<file path="src/common/servo_sel_consts.svh">
`ifndef SERVO_SEL_CONSTS_SVH
`define SERVO_SEL_CONSTS_SVH
// byte addresses of the register words
`define A_CTRL      8'h00
`define A_BRK_DUR   8'h04
`define A_STATUS    8'h30
// word indices: control, brake duration, then the ten loop settings
`define I_CTRL      4'h0
`define I_BRK_DUR   4'h1
`define I_SPG1      4'h2
`define I_SPI1      4'h3
`define I_PG1       4'h4
`define I_SPG2      4'h5
`define I_SPI2      4'h6
`define I_SPG3      4'h7
`define I_SPI3      4'h8
`define I_PG3       4'h9
`define I_ACS_STD   4'hA
`define I_ACS_ALT   4'hB
`define I_STATUS    4'hC
`define N_CFG       12
// control word fields
`define F_POS_REV   0
`define F_SPD_REV   1
`define F_UNIPOLAR  2
`define F_BRAKE_SEL 3
// reset values and writable masks
`define RST_CTRL    32'h0000_0008
`define RST_WORD    32'h0000_0000
`define M_CTRL      32'h0000_000F
`define M_WORD      32'h0000_FFFF
// bus answers
`define RESP_OKAY   2'h0
`define RESP_SLVERR 2'h2
`endif

</file>
<file path="src/common/servo_sel_pkg.sv">
package servo_sel_pkg;
	typedef enum logic [1:0] {
		ST_OFF   = 2'b00,
		ST_RUN   = 2'b01,
		ST_BRAKE = 2'b10
	} stop_state_t;
	typedef enum logic [1:0] {
		GS_1 = 2'b01,
		GS_2 = 2'b10,
		GS_3 = 2'b11
	} gain_set_t;
endpackage : servo_sel_pkg

</file>
<file path="src/rtl/servo_gain_direction_stop_select.sv">
// Summary of operation
// - no rigidity, no orientation, no position request before switch complete: speed gain, integral, position gain set 1
// - rigidity on: speed gain and integral set 2, position gain set 1
// - orientation, or position request before switch complete: all set 3
// - rigidity on selects the alternate analog command setting
// - position mode: direction reverse bit inverts pulse command direction
// - bipolar: positive gives CCW, negative CW; reverse bit swaps
// - unipolar: CCW input gives CCW, CW input CW; reverse bit swaps
// - speed mode: speed reversal makes the displayed speed sign negative
// - enable drop picks natural stop (0) or braking stop (1, default)
// - natural stop removes motor power at once, no torque
// - braking stop applies reverse torque for set duration, then power off
//
// The AXI4-Lite slave port and the address map were left to the implementer.
`timescale 1ns/1ns
`include "servo_sel_consts.svh"
module servo_gain_direction_stop_select #(
	parameter int GW = 16
) (
	input  wire logic          clk_sys,
	input  wire logic          sys_rst,
	input  wire logic          ce,
	input  wire logic          ctrl_tick,
	input  wire logic          rigid_tap_request,
	input  wire logic          orient_request,
	input  wire logic          position_mode_request,
	input  wire logic          switch_complete_out,
	input  wire logic          enable_in,
	input  wire logic          analog_cmd_positive,
	input  wire logic          ccw_run_input,
	input  wire logic          cw_run_input,
	input  wire logic          pulse_dir_ccw,
	output logic [GW-1:0]      speed_gain_sel,
	output logic [GW-1:0]      speed_integral_sel,
	output logic [GW-1:0]      pos_gain_sel,
	output logic [GW-1:0]      analog_cmd_setting_sel,
	output logic [1:0]         gain_set_q,
	output logic               motor_dir_ccw_q,
	output logic               run_active_q,
	output logic               speed_sign_neg_q,
	output logic               motor_power_q,
	output logic               reverse_torque_q,
	input  wire logic [7:0]    s_axi_awaddr,
	input  wire logic          s_axi_awvalid,
	output logic               s_axi_awready,
	input  wire logic [31:0]   s_axi_wdata,
	input  wire logic [3:0]    s_axi_wstrb,
	input  wire logic          s_axi_wvalid,
	output logic               s_axi_wready,
	output logic [1:0]         s_axi_bresp,
	output logic               s_axi_bvalid,
	input  wire logic          s_axi_bready,
	input  wire logic [7:0]    s_axi_araddr,
	input  wire logic          s_axi_arvalid,
	output logic               s_axi_arready,
	output logic [31:0]        s_axi_rdata,
	output logic [1:0]         s_axi_rresp,
	output logic               s_axi_rvalid,
	input  wire logic          s_axi_rready
);
	logic [31:0]               cfg_q [0:`N_CFG-1];
	logic                      aw_got_q;
	logic                      w_got_q;
	logic [7:0]                aw_addr_q;
	logic [31:0]               w_data_q;
	logic [3:0]                w_strb_q;
	logic                      rigid_s;
	logic                      orient_s;
	logic                      posm_s;
	logic                      swd_s;
	logic                      en_s;
	logic                      apos_s;
	logic                      ccw_s;
	logic                      cw_s;
	logic                      pdir_s;
	logic [GW-1:0]             brk_cnt_q;
	servo_sel_pkg::stop_state_t st_q;
	logic                      step;
	logic                      g3_req;
	logic [3:0]                aw_idx;
	logic [3:0]                ar_idx;
	logic                      aw_ok;
	logic                      ar_ok;
	logic [31:0]               bmask;
	logic [31:0]               wmask;

	// one step of the control logic per enabled update tick
	assign step   = ce && ctrl_tick;
	assign g3_req = orient_s || (posm_s && !swd_s);
	assign aw_idx = aw_addr_q[5:2];
	assign ar_idx = s_axi_araddr[5:2];
	assign aw_ok  = (aw_addr_q[7:6] == 2'h0) && (aw_idx < 4'(`N_CFG));
	assign ar_ok  = (s_axi_araddr[7:6] == 2'h0) && (ar_idx <= `I_STATUS);
	assign bmask  = {{8{w_strb_q[3]}}, {8{w_strb_q[2]}}, {8{w_strb_q[1]}}, {8{w_strb_q[0]}}};
	assign wmask  = (aw_idx == `I_CTRL) ? `M_CTRL : `M_WORD;

	// input sampling on the system clock
	always_ff @(posedge clk_sys) begin
		if (sys_rst) begin
			rigid_s <= 1'b0;
			orient_s <= 1'b0;
			posm_s <= 1'b0;
			swd_s <= 1'b0;
			en_s <= 1'b0;
			apos_s <= 1'b0;
			ccw_s <= 1'b0;
			cw_s <= 1'b0;
			pdir_s <= 1'b0;
		end else if (ce) begin
			rigid_s <= rigid_tap_request;
			orient_s <= orient_request;
			posm_s <= position_mode_request;
			swd_s <= switch_complete_out;
			en_s <= enable_in;
			apos_s <= analog_cmd_positive;
			ccw_s <= ccw_run_input;
			cw_s <= cw_run_input;
			pdir_s <= pulse_dir_ccw;
		end
	end

	// gain set choice, orientation first, applied only at a tick
	always_ff @(posedge clk_sys) begin
		if (sys_rst) begin
			gain_set_q <= servo_sel_pkg::GS_1;
			speed_gain_sel <= '0;
			speed_integral_sel <= '0;
			pos_gain_sel <= '0;
			analog_cmd_setting_sel <= '0;
		end else if (step) begin
			if (g3_req) begin
				gain_set_q <= servo_sel_pkg::GS_3;
				speed_gain_sel <= cfg_q[`I_SPG3][GW-1:0];
				speed_integral_sel <= cfg_q[`I_SPI3][GW-1:0];
				pos_gain_sel <= cfg_q[`I_PG3][GW-1:0];
			end else if (rigid_s) begin
				gain_set_q <= servo_sel_pkg::GS_2;
				speed_gain_sel <= cfg_q[`I_SPG2][GW-1:0];
				speed_integral_sel <= cfg_q[`I_SPI2][GW-1:0];
				pos_gain_sel <= cfg_q[`I_PG1][GW-1:0];
			end else begin
				gain_set_q <= servo_sel_pkg::GS_1;
				speed_gain_sel <= cfg_q[`I_SPG1][GW-1:0];
				speed_integral_sel <= cfg_q[`I_SPI1][GW-1:0];
				pos_gain_sel <= cfg_q[`I_PG1][GW-1:0];
			end
			// alternate analog setting while rigid tapping
			if (rigid_s) begin
				analog_cmd_setting_sel <= cfg_q[`I_ACS_ALT][GW-1:0];
			end else begin
				analog_cmd_setting_sel <= cfg_q[`I_ACS_STD][GW-1:0];
			end
		end
	end

	// rotation direction and display sign
	always_ff @(posedge clk_sys) begin
		if (sys_rst) begin
			motor_dir_ccw_q <= 1'b1;
			run_active_q <= 1'b0;
			speed_sign_neg_q <= 1'b0;
		end else if (step) begin
			if (posm_s) begin
				motor_dir_ccw_q <= pdir_s ^ cfg_q[`I_CTRL][`F_POS_REV];
				run_active_q <= 1'b1;
				speed_sign_neg_q <= 1'b0;
			end else if (!cfg_q[`I_CTRL][`F_UNIPOLAR]) begin
				motor_dir_ccw_q <= apos_s ^ cfg_q[`I_CTRL][`F_SPD_REV];
				run_active_q <= 1'b1;
				speed_sign_neg_q <= cfg_q[`I_CTRL][`F_SPD_REV];
			end else begin
				// ccw input wins when both run inputs are on
				motor_dir_ccw_q <= (ccw_s || !cw_s) ^ cfg_q[`I_CTRL][`F_SPD_REV];
				run_active_q <= ccw_s || cw_s;
				speed_sign_neg_q <= cfg_q[`I_CTRL][`F_SPD_REV];
			end
		end
	end

	// stop sequencer: run, natural stop or timed braking stop
	always_ff @(posedge clk_sys) begin
		if (sys_rst) begin
			st_q <= servo_sel_pkg::ST_OFF;
			brk_cnt_q <= '0;
			motor_power_q <= 1'b0;
			reverse_torque_q <= 1'b0;
		end else if (step) begin
			unique case (st_q)
				servo_sel_pkg::ST_OFF: begin
					if (en_s) begin
						st_q <= servo_sel_pkg::ST_RUN;
						motor_power_q <= 1'b1;
					end
				end
				servo_sel_pkg::ST_RUN: begin
					if (!en_s && cfg_q[`I_CTRL][`F_BRAKE_SEL]) begin
						st_q <= servo_sel_pkg::ST_BRAKE;
						brk_cnt_q <= cfg_q[`I_BRK_DUR][GW-1:0];
						reverse_torque_q <= 1'b1;
					end else if (!en_s) begin
						st_q <= servo_sel_pkg::ST_OFF;
						motor_power_q <= 1'b0;
					end
				end
				servo_sel_pkg::ST_BRAKE: begin
					// braking runs to its end even if enable returns
					// the load tick counts as the first, so a duration of 0 or 1 gives one tick
					if (brk_cnt_q[GW-1:1] == '0) begin
						st_q <= servo_sel_pkg::ST_OFF;
						motor_power_q <= 1'b0;
						reverse_torque_q <= 1'b0;
					end else begin
						brk_cnt_q <= brk_cnt_q - 1'b1;
					end
				end
				default: begin
					st_q <= servo_sel_pkg::ST_OFF;
					motor_power_q <= 1'b0;
					reverse_torque_q <= 1'b0;
				end
			endcase
		end
	end

	// write channel: address and data taken in either order
	always_ff @(posedge clk_sys) begin
		if (sys_rst) begin
			aw_got_q <= 1'b0;
			w_got_q <= 1'b0;
			aw_addr_q <= '0;
			w_data_q <= '0;
			w_strb_q <= '0;
			s_axi_awready <= 1'b1;
			s_axi_wready <= 1'b1;
			s_axi_bvalid <= 1'b0;
			s_axi_bresp <= `RESP_OKAY;
		end else if (ce) begin
			if (s_axi_awvalid && s_axi_awready) begin
				aw_got_q <= 1'b1;
				aw_addr_q <= s_axi_awaddr;
				s_axi_awready <= 1'b0;
			end
			if (s_axi_wvalid && s_axi_wready) begin
				w_got_q <= 1'b1;
				w_data_q <= s_axi_wdata;
				w_strb_q <= s_axi_wstrb;
				s_axi_wready <= 1'b0;
			end
			if (aw_got_q && w_got_q && !s_axi_bvalid) begin
				aw_got_q <= 1'b0;
				w_got_q <= 1'b0;
				s_axi_bvalid <= 1'b1;
				s_axi_bresp <= aw_ok ? `RESP_OKAY : `RESP_SLVERR;
			end
			if (s_axi_bvalid && s_axi_bready) begin
				s_axi_bvalid <= 1'b0;
				s_axi_awready <= 1'b1;
				s_axi_wready <= 1'b1;
			end
		end
	end

	// register words, byte lanes merged, unused bits kept zero
	always_ff @(posedge clk_sys) begin
		if (sys_rst) begin
			for (int i = 0; i < `N_CFG; i++) begin
				cfg_q[i] <= (i == 0) ? `RST_CTRL : `RST_WORD;
			end
		end else if (ce && aw_got_q && w_got_q && !s_axi_bvalid && aw_ok) begin
			cfg_q[aw_idx] <= ((cfg_q[aw_idx] & ~bmask) | (w_data_q & bmask)) & wmask;
		end
	end

	// read channel, status word assembled from live state
	always_ff @(posedge clk_sys) begin
		if (sys_rst) begin
			s_axi_arready <= 1'b1;
			s_axi_rvalid <= 1'b0;
			s_axi_rdata <= '0;
			s_axi_rresp <= `RESP_OKAY;
		end else if (ce) begin
			if (s_axi_arvalid && s_axi_arready) begin
				s_axi_arready <= 1'b0;
				s_axi_rvalid <= 1'b1;
				s_axi_rresp <= ar_ok ? `RESP_OKAY : `RESP_SLVERR;
				if (!ar_ok) begin
					s_axi_rdata <= '0;
				end else if (ar_idx == `I_STATUS) begin
					s_axi_rdata <= {21'h0, swd_s, posm_s, st_q, gain_set_q,
						reverse_torque_q, motor_power_q, speed_sign_neg_q,
						run_active_q, motor_dir_ccw_q};
				end else begin
					s_axi_rdata <= cfg_q[ar_idx];
				end
			end
			if (s_axi_rvalid && s_axi_rready) begin
				s_axi_rvalid <= 1'b0;
				s_axi_arready <= 1'b1;
			end
		end
	end

	property p_gain1;
		@(posedge clk_sys) disable iff (sys_rst)
		(step && !g3_req && !rigid_s) |=> (gain_set_q == servo_sel_pkg::GS_1);
	endproperty
	a_gain1: assert property (p_gain1) else $error("gain set 1 not applied");

	property p_gain2;
		@(posedge clk_sys) disable iff (sys_rst)
		(step && !g3_req && rigid_s) |=> (gain_set_q == servo_sel_pkg::GS_2);
	endproperty
	a_gain2: assert property (p_gain2) else $error("gain set 2 not applied");

	property p_gain3;
		@(posedge clk_sys) disable iff (sys_rst)
		(step && (orient_s || (posm_s && !swd_s))) |=> (gain_set_q == servo_sel_pkg::GS_3);
	endproperty
	a_gain3: assert property (p_gain3) else $error("gain set 3 not applied");

	property p_alt;
		@(posedge clk_sys) disable iff (sys_rst)
		(step && rigid_s) |=> (analog_cmd_setting_sel == $past(cfg_q[`I_ACS_ALT][GW-1:0]));
	endproperty
	a_alt: assert property (p_alt) else $error("alternate analog setting missing");

	property p_posdir;
		@(posedge clk_sys) disable iff (sys_rst)
		(step && posm_s) |=> (motor_dir_ccw_q == ($past(pdir_s) ^ $past(cfg_q[`I_CTRL][0])));
	endproperty
	a_posdir: assert property (p_posdir) else $error("position direction wrong");

	property p_bipolar;
		@(posedge clk_sys) disable iff (sys_rst)
		(step && !posm_s && !cfg_q[`I_CTRL][`F_UNIPOLAR])
		|=> (motor_dir_ccw_q == ($past(apos_s) ^ $past(cfg_q[`I_CTRL][1])));
	endproperty
	a_bipolar: assert property (p_bipolar) else $error("bipolar direction wrong");

	property p_unipolar;
		@(posedge clk_sys) disable iff (sys_rst)
		(step && !posm_s && cfg_q[`I_CTRL][`F_UNIPOLAR] && ccw_s)
		|=> (motor_dir_ccw_q != $past(cfg_q[`I_CTRL][1])) && run_active_q;
	endproperty
	a_unipolar: assert property (p_unipolar) else $error("unipolar direction wrong");

	property p_sign;
		@(posedge clk_sys) disable iff (sys_rst)
		(step && !posm_s) |=> (speed_sign_neg_q == $past(cfg_q[`I_CTRL][1]));
	endproperty
	a_sign: assert property (p_sign) else $error("display sign wrong");

	property p_natural;
		@(posedge clk_sys) disable iff (sys_rst)
		(step && st_q == servo_sel_pkg::ST_RUN && !en_s && !cfg_q[`I_CTRL][3])
		|=> !motor_power_q && !reverse_torque_q;
	endproperty
	a_natural: assert property (p_natural) else $error("natural stop kept power");

	property p_brake;
		@(posedge clk_sys) disable iff (sys_rst)
		(step && st_q == servo_sel_pkg::ST_RUN && !en_s && cfg_q[`I_CTRL][3])
		|=> motor_power_q && reverse_torque_q && (st_q == servo_sel_pkg::ST_BRAKE);
	endproperty
	a_brake: assert property (p_brake) else $error("braking stop not entered");

	property p_hold;
		@(posedge clk_sys) disable iff (sys_rst)
		!step |=> $stable(gain_set_q) && $stable(st_q);
	endproperty
	a_hold: assert property (p_hold) else $error("state changed off tick");
endmodule : servo_gain_direction_stop_select

</file>
<file path="config.mk">
export PLATFORM = sky130hd
export DESIGN_NAME = servo_gain_direction_stop_select
export DESIGN_NICKNAME = d
export VERILOG_FILES = /design/src/common/servo_sel_pkg.sv /design/src/rtl/servo_gain_direction_stop_select.sv
export VERILOG_INCLUDE_DIRS = /design/src /design/src/common
export SDC_FILE = /design/constraint.sdc
export NUM_CORES = 1
export LEC_CHECK = 0
export ABC_AREA = 0
export BUFFER_PORTS_ARGS = -buffer_cell sky130_fd_sc_hd__buf_4
export CAP_MARGIN = 20
export CORE_MARGIN = 3
export CORE_UTILIZATION = 55
export DETAILED_ROUTE_END_ITERATION = 7
export PLACE_DENSITY = 0.83
export SLEW_MARGIN = 15
export SYNTH_ARGS = -nofsm -noshare
export SYNTH_HDL_FRONTEND = slang
export SYNTH_SLANG_ARGS = --single-unit
</file>
<file path="constraint.sdc">
create_clock -name clk_sys -period 6.9 [get_ports clk_sys]
set_clock_uncertainty 0.2 [all_clocks]
set_input_delay 1.035 -clock clk_sys [delete_from_list [all_inputs] [get_ports clk_sys]]
set_output_delay 1.035 -clock clk_sys [all_outputs]
set_load 0.005 [all_outputs]
</file>
Word-level counts from Yosys, hierarchy flattened
Memories as Yosys holds them, arrays and structs flattened. A register that Yosys moved wholly into a read port is not among the register bits.
Index checks and enable logic that the tools add are counted.
{"block": "word_totals", "register_bits": 185, "ramBits": 384, "output_inout_bits": 112, "word_cells": 164, "n_memories": 1}
{"memory": "cfg_q", "words": 12, "width": 32, "rd": 14, "rd_clocked_by_memory_dff": 1, "write_ports": 12, "line": "servo_gain_direction_stop_select.sv:61", "rtl": "logic [31:0] cfg_q [0:`N_CFG-1];"}
{"block": "op_classes", "add_sub_neg": 1, "n_lt_le_gt_ge": 2, "eq_ne": 10, "n_mux": 57, "bitwise": 9, "reduce_logical": 50}
{"op": "two-way mux 16 bit", "count": 9}
{"op": "two-way mux 32 bit", "count": 3}
{"op": "bitwise AND 32 bit", "count": 2}
{"op": "bitwise AND 32 x 16 -> 32 bit", "count": 1}
{"op": "NOT 32 bit", "count": 1}
{"op": "bitwise OR 32 bit", "count": 1}
{"op": "case mux 16 bit (2 select lines)", "count": 1}
{"op": "OR reduction 32 bit", "count": 1}
{"op": "two-way mux 1 bit", "count": 30}
{"op": "AND reduction 2 bit", "count": 10}
{"op": "logical AND 1 bit", "count": 16}
{"op": "two-way mux 2 bit", "count": 8}
{"op": "subtractor 16 x 1 -> 16 bit (second input constant)", "count": 1}
{"op": "zero test 15 bit", "count": 1}
{"op": "nonzero test 2 bit", "count": 7}
{"op": "two-way mux 4 bit", "count": 3}
{"op": "inequality test 2 bit (second input constant)", "count": 6}
{"op": "AND reduction 4 bit", "count": 3}
{"op": "zero test 2 bit", "count": 3}
{"op": "case mux 1 bit (3 select lines)", "count": 2}
{"op": "case mux 2 bit (3 select lines)", "count": 1}
{"op": "AND reduction 5 bit", "count": 1}
{"op": "== test 4 bit (second input constant)", "count": 1}
{"op": "<= comparator 4 bit (second input constant)", "count": 1}
{"op": "9 further kinds", "count": 16}

Longest topological paths before layout
Gate-level depths: netlist (run 1).
{"block": "depth", "ltp_word": 9, "depth_mapped": 10, "depth_no_buf": 7}

Least setup slack after synthesis (run 1)
OpenSTA, ideal clock, no wires.
{"block": "synth_timing", "kind": "in2reg", "start": "input port ce", "end": "memory cfg_q[9][0], enable pin", "setup_time_ns": 0.372, "arrival_time_ns": 2.568, "required_time_ns": 6.328, "slack_ns": 3.760, "path_stages": 7, "cell_sequence": "and4b_1 -> clkbuf_1 -> nand2_1 -> nor3b_2 -> nand2_1 -> clkbuf_1 -> nand2_1"}
{"item": "from (decl)", "line": "servo_gain_direction_stop_select.sv:22", "rtl": "input wire logic ce,"}
{"item": "to (decl)", "line": "servo_gain_direction_stop_select.sv:61"}

==> run metrics, run 1 <==
CTS clk-pin slew, worst paths 60 ps; Initial Utilization 56.2%; Main synth FF type edfxtp_1; count of TritonRoute iterations in the first routing pass 6; # rows 68; Mean Syn Cell Area 11.6 µm²; number of distinct library cells after synthesis 57; area grow syn2layout 14.4%; Clock Sinks 407; routability cong. 0.941; Root Buffer Master clkbuf_16; Setup Crit Path Kind primary input to flip-flop; H-Tree Depth 2; clock buffer count from CTS 43; Final Hold Vio Count 0; Pleak 8.49 nW; # nets final 1,889; RSZ-0062 raised after global routing false; antenna violations before repair 0; Setup violations, final 0; Rel. slew slack 25.0%; Power Density 262 mW/mm²; post-route ant nets 0; Mapped Area 0.0196 mm²; CTS tree done; hold slack 255 ps; vias in the first global route 14,000; die height 195 µm; initial drt markers 2,214; Startpoint Class primary input; hold_buf cts 0; crit-path max FO 51; final slew viol count 0; io pins 182; outcome complete, no violations; antenna fix cells 0; GRT overflow 0; Worst EP required 6760 ps; total wire length 55.1 mm; Remaining DRCs 0; GRT Total Usage 28.3%; final setup TNS 0 ps; DIE AREA 0.0379 mm²; first-pass GRT wire length 83.1 mm; sequential element share of the synthesized area 54.7%; HPWL after DPL 37.0 mm; maximum VDD drop 0.165 mV; Synth Instances 1,684; synth warn 0; Fillers 2,570; Final period util 55.8%; Max Root-Sink Buffers 3; Arr. time, crit path 3710 ps; #FFs+latches synth 407; Post-synth ARST share 0%; share of cells above drive strength 1 19.7%; Tightest Pin Transition 1120 ps; number of flops mapped to enable cells by yosys 256; placeable core region 0.0348 mm²; setup bufs post-CTS 0; Via Count 14,800; IO buf count 141; Tmin final 3850 ps; Worst Setup End Kind flip-flop; vias per cell 6.41; Skew-Pair Late Insertion Delay 560 ps; CTS resizes 0; Max Clock Freq 260 MHz; die width 195 µm; Max-Cap Viols 0; largest net degree at the start of global routing 98; Hold Path Class flip-flop to flip-flop; drt wl/cell 23.9 µm
worst paths after layout:
check,depth (start not counted),startpoint,to,slack [ps]
worst max-delay path,5,sys_rst,cfg_q[7][7],3050
worst min-delay path,2,w_data_q[5],w_data_q[5],250
worst max register to register,5,flip-flop,cfg_q[13][2],3120
worst min register to register,2,w_data_q[5],w_data_q[5],250
where the power goes:
part / switching [mW] / total, mW / internal [mW]
clock network: 0.972 / 2.44 / 1.47
logic: 0.362 / 0.602 / 0.240
registers: 0.0947 / 2.81 / 2.72
total: 1.43 / 5.86 / 4.43
Yosys cell counts, drive strengths merged, types with 16 or more instances:
| master | number | area share [%] |
|---|---|---|
| nand2 | 207 | 4.0 |
| mux2i | 116 | 5.9 |
| o221ai | 16 | 0.72 |
| edfxtp | 256 | 39 |
| inv | 51 | 0.98 |
| buf | 83 | 2.6 |
| a21oi | 101 | 2.6 |
| mux4 | 112 | 13 |
| nor2 | 272 | 5.2 |
| nand3 | 18 | 0.46 |
| a211oi | 40 | 1.5 |
| clkbuf | 74 | 1.4 |
| o211ai | 33 | 1.3 |
| o21ai | 44 | 1.1 |
| dfxtp | 151 | 15 |
metal layers:
layer,track usage [%],routed length [µm],vias up
li1,-,-,6336
met1,39.5,20600,7109
met2,43.6,24600,1161
met3,6.95,7630,173
met4,10.4,2330,0
met5,0,0,-
cells by family (layout without fill, tap and decap cells):
logic type	Yosys count	count (layout)	synth area share, %
adders and majority gates	1	1	0.0639
and+or+nand+nor	557	557	11.9
DFF	407	407	54.7
other	1	94	0.0192
AOI/OAI and AO/OA	269	269	8.79
buffers and inverters	208	283	4.96
xor gates and xnor gates	2	2	0.0895
muxes	239	239	19.5
worst max-delay path, stage by stage:
cell and delay [ps]:
buf_4 440, inv_2 380, and3_1 350, nand2_1 660, nand2_1 810
state kept, by name (all words and copies together) (netlist names), 6 cells and up, named ones only:
name	flops
brk_cnt_q	16
s_axi_rdata	16
analog_cmd_setting_sel	16
speed_integral_sel	16
aw_addr_q	6
w_data_q	16
cfg_q	256
pos_gain_sel	16
speed_gain_sel	16
cell type report:
cell class / count / area [µm²] / area share (%)
tap: 455 / 569 / 2.54
sequential: 407 / 10700 / 47.9
clock buffer: 60 / 1260 / 5.64
multi-input combinational: 1162 / 8260 / 36.9
clock inverter: 19 / 243 / 1.08
inverter: 51 / 191 / 0.855
timing repair buffer: 153 / 1150 / 5.13
stage by stage:
| step | total power [mW] | area [µm²] | utilization (%) | setup slack (ps) | cells |
|---|---|---|---|---|---|
| after floorplan | 3.23 | 19900 | - | 3760 | 1777 |
| after global placement | 3.41 | 20900 | 60.0 | 2680 | 2228 |
| after detailed placement | 3.44 | 20900 | 60.0 | 2580 | 2228 |
| after CTS | 5.84 | 22400 | 64.3 | 3140 | 2307 |
| after global routing | 6.00 | 22400 | 64.3 | 2970 | 2307 |
| final | 5.86 | 22400 | 64.3 | 3050 | 2307 |
layout by cell type (no fill, tap or decap), types with 5 or more instances in the layout:
cell type / netlist / final
a211oi_1: 40 / 40
a21oi_1: 101 / 100
a221oi_1: 12 / 12
a22o_1: 5 / 5
buf_4: 27 / 153
bufinv_16: 0 / 5
clkbuf_1: 74 / 8
clkbuf_16: 0 / 46
clkbuf_8: 0 / 6
clkinv_2: 0 / 8
conb_1: 1 / 94
dfxtp_1: 151 / 148
edfxtp_1: 256 / 256
inv_1: 49 / 49
mux2_2: 11 / 11
mux2i_1: 116 / 116
mux4_2: 112 / 112
nand2_1: 207 / 207
nand3_1: 18 / 18
nor2_1: 272 / 272
nor2b_1: 7 / 7
nor3_1: 12 / 12
nor4_1: 9 / 8
o211ai_1: 33 / 33
o21ai_0: 36 / 36
o21ai_1: 7 / 7
o221ai_1: 16 / 16
No activity file was read; power rests on OpenSTA's default activity.
==> run 2, diff against run 1 <==
- clock period: 6.9 -> 3.9 ns (I/O delays scaled with it)
==> run 2 against run 1 <==
  * Total power increased by 71%
  * Critical path depth decreased by 1
  * Sequential cell count unchanged
  * Global-route usage increased by 0.65 points
  * Clock power increased by 62%
  * Cell area increased by 0.69%
  * Utilization increased by 0.45 points
  * Non-clock buffer count increased by 33
  * Worst setup slack got worse by 2300 ps
  * Wire length increased by 1.0%
  * Sequential share of layout area decreased by 0.33 points
==> run metrics, run 2 (synthesis results as in run 1) <==
HPWL after DPL 38.8 mm (+4.9%); GRT Total Usage 29.0% (+0.65 points); Hold Path Class primary input to flip-flop; Worst Setup End Kind flip-flop; # rows 68 (unchanged); final setup TNS 0 ps (unchanged); Min-Delay Path Depth 3 (+1); Tightest Pin Transition 1030 ps (-95.3 ps); most frequent cells in the layout nor2_1 (272), edfxtp_1 (256), nand2_1 (207), buf_4 (180), dfxtp_1 (148); RSZ-0062 raised after global routing false; # nets final 1,921 (+1.7%); max reg flops 256 (unchanged); Max-Cap Viols 0 (unchanged); Power Density 444 mW/mm² (+70%); placeable core region 0.0348 mm² (unchanged); Tot Pwr 10.0 mW (+71%); Rel. slew slack 31.3% (+6.3 points); register area 0.0107 mm² (unchanged); setup bufs post-CTS 0 (unchanged); Final Hold Vio Count 0 (unchanged); CTS clk-pin slew, worst paths 60 ps (about the same); DIE AREA 0.0379 mm² (unchanged); outcome complete, no violations; Max Clock Freq 315 MHz; Hold Path Origin s_axi_awaddr[7]; Startpoint Class flip-flop; initial drt markers 2,328 (+5.1%); hold_buf cts 0 (unchanged); maximum VDD drop 0.366 mV (+120%); clock buffer count from CTS 42 (-2.3%); largest net degree at the start of global routing 70 (-29%); Max Root-Sink Buffers 3 (unchanged); GRT overflow 0 (unchanged); R2R setup slack 720 ps (-2400 ps); vias in the first global route 14,200 (+1.4%); Root Buffer Master clkbuf_16; worst reg2reg path depth 4 (-1); worst r2r dst cfg_q[15][3]; Pleak 8.58 nW (+1.0%); die width 195 µm (unchanged); routability cong. 0.921 (-2.1%); Setup violations, final 0 (unchanged); io pins 182 (unchanged); post-route insts no fill 2,337 (+1.3%); commonest non-fill, non-tap cell in the layout nor2_1; Clock Sinks 407 (unchanged); Remaining DRCs 0 (unchanged); final slew viol count 0 (unchanged); placed cell count 2,261 (+1.5%); first-pass GRT wire length 84.4 mm (+1.6%); Fillers 2,562 (-0.31%); CTS resizes 0 (unchanged); Multi-input gate area 0.00826 mm² (unchanged); Final period util 81.5%; total wire length 55.7 mm (+1.0%); die height 195 µm (unchanged); Via Count 14,800 (+0.31%); H-Tree Depth 2 (unchanged); Setup Crit Path Kind flip-flop to flip-flop; hold path endpoint aw_addr_q[7]; antenna violations before repair 0 (unchanged); post-route ant nets 0 (unchanged); Arr. time, crit path 3240 ps (-470 ps); drt wl/cell 23.8 µm (-0.29%); crit-path max FO 35 (-31%); CTS tree done; Worst EP required 3970 ps (-2790 ps); Initial Utilization 56.2% (unchanged); Skew-Pair Late Insertion Delay 570 ps (about the same); count of TritonRoute iterations in the first routing pass 8 (+2); Tmin final 3180 ps; area grow syn2layout 15.2%; IO buf count 141 (unchanged); largest reg by FF count cfg_q; share of cells above drive strength 1 20.6% (+0.96 points); antenna fix cells 0 (unchanged); vias per cell 6.34 (-0.98%)
[run 2: cell types whose count changed in the layout (fill, tap and decap cells not counted), sizes merged]
cell    previous run  this run
buf              153       186
clkbuf            60        64
inv               52        51
bufinv             5         3
clkinv            13         9
[run 2: worst max path at each step]
stage | from | end | slack [ps] | cells after the start
after detailed placement | ce | cfg_q[2][5] | 680 | 8
after floorplan | ce | cfg_q[9][0] | 1210 | 7
after global placement | ce | cfg_q[4][12] | 770 | 7
final | flip-flop | cfg_q[15][3] | 720 | 4
after global routing | flip-flop | cfg_q[15][12] | 580 | 6
after CTS | flip-flop | cfg_q[12][12] | 780 | 6
[run 2: stage by stage]
stage / utilization [%] / area, µm² / setup slack [ps] / hold slack (ps)
final: 64.8 / 22500 / 722 / 52.4
after global routing: 64.8 / 22500 / 585 / 62.7
after CTS: 64.8 / 22500 / 777 / 44.8
after detailed placement: 60.9 / 21200 / 683 / 247
after global placement: 60.9 / 21200 / 768 / 244
after floorplan: - / 19900 / 1210 / 236
[run 2: area by class of cell]
type,count,share of cell area [%]
sequential,407,47.5
tap,455,2.53
clock inverter,12,0.644
multi-input combinational,1162,36.6
inverter,51,0.849
timing repair buffer,186,6.53
clock buffer,64,5.29
[run 2: routing by layer]
layer | share of wire (%) | GRT usage, %
met1 | 37 | 40.1
met2 | 45 | 44.4
met3 | 14 | 8.03
met4 | 4.2 | 10.2
met5 | 0 | 0
[run 2: worst max-delay path: stages (launching register included)]
cell and delay (ps):
dfxtp_4 840, mux4_2 620, mux2i_1 390, a221o_1 630, inv_1 190
[run 2: power breakdown]
part / total [mW] / internal, mW / switching (mW)
clock network: 3.96 / 2.31 / 1.65
logic: 1.09 / 0.447 / 0.644
registers: 4.97 / 4.80 / 0.169
total: 10.0 / 7.56 / 2.46
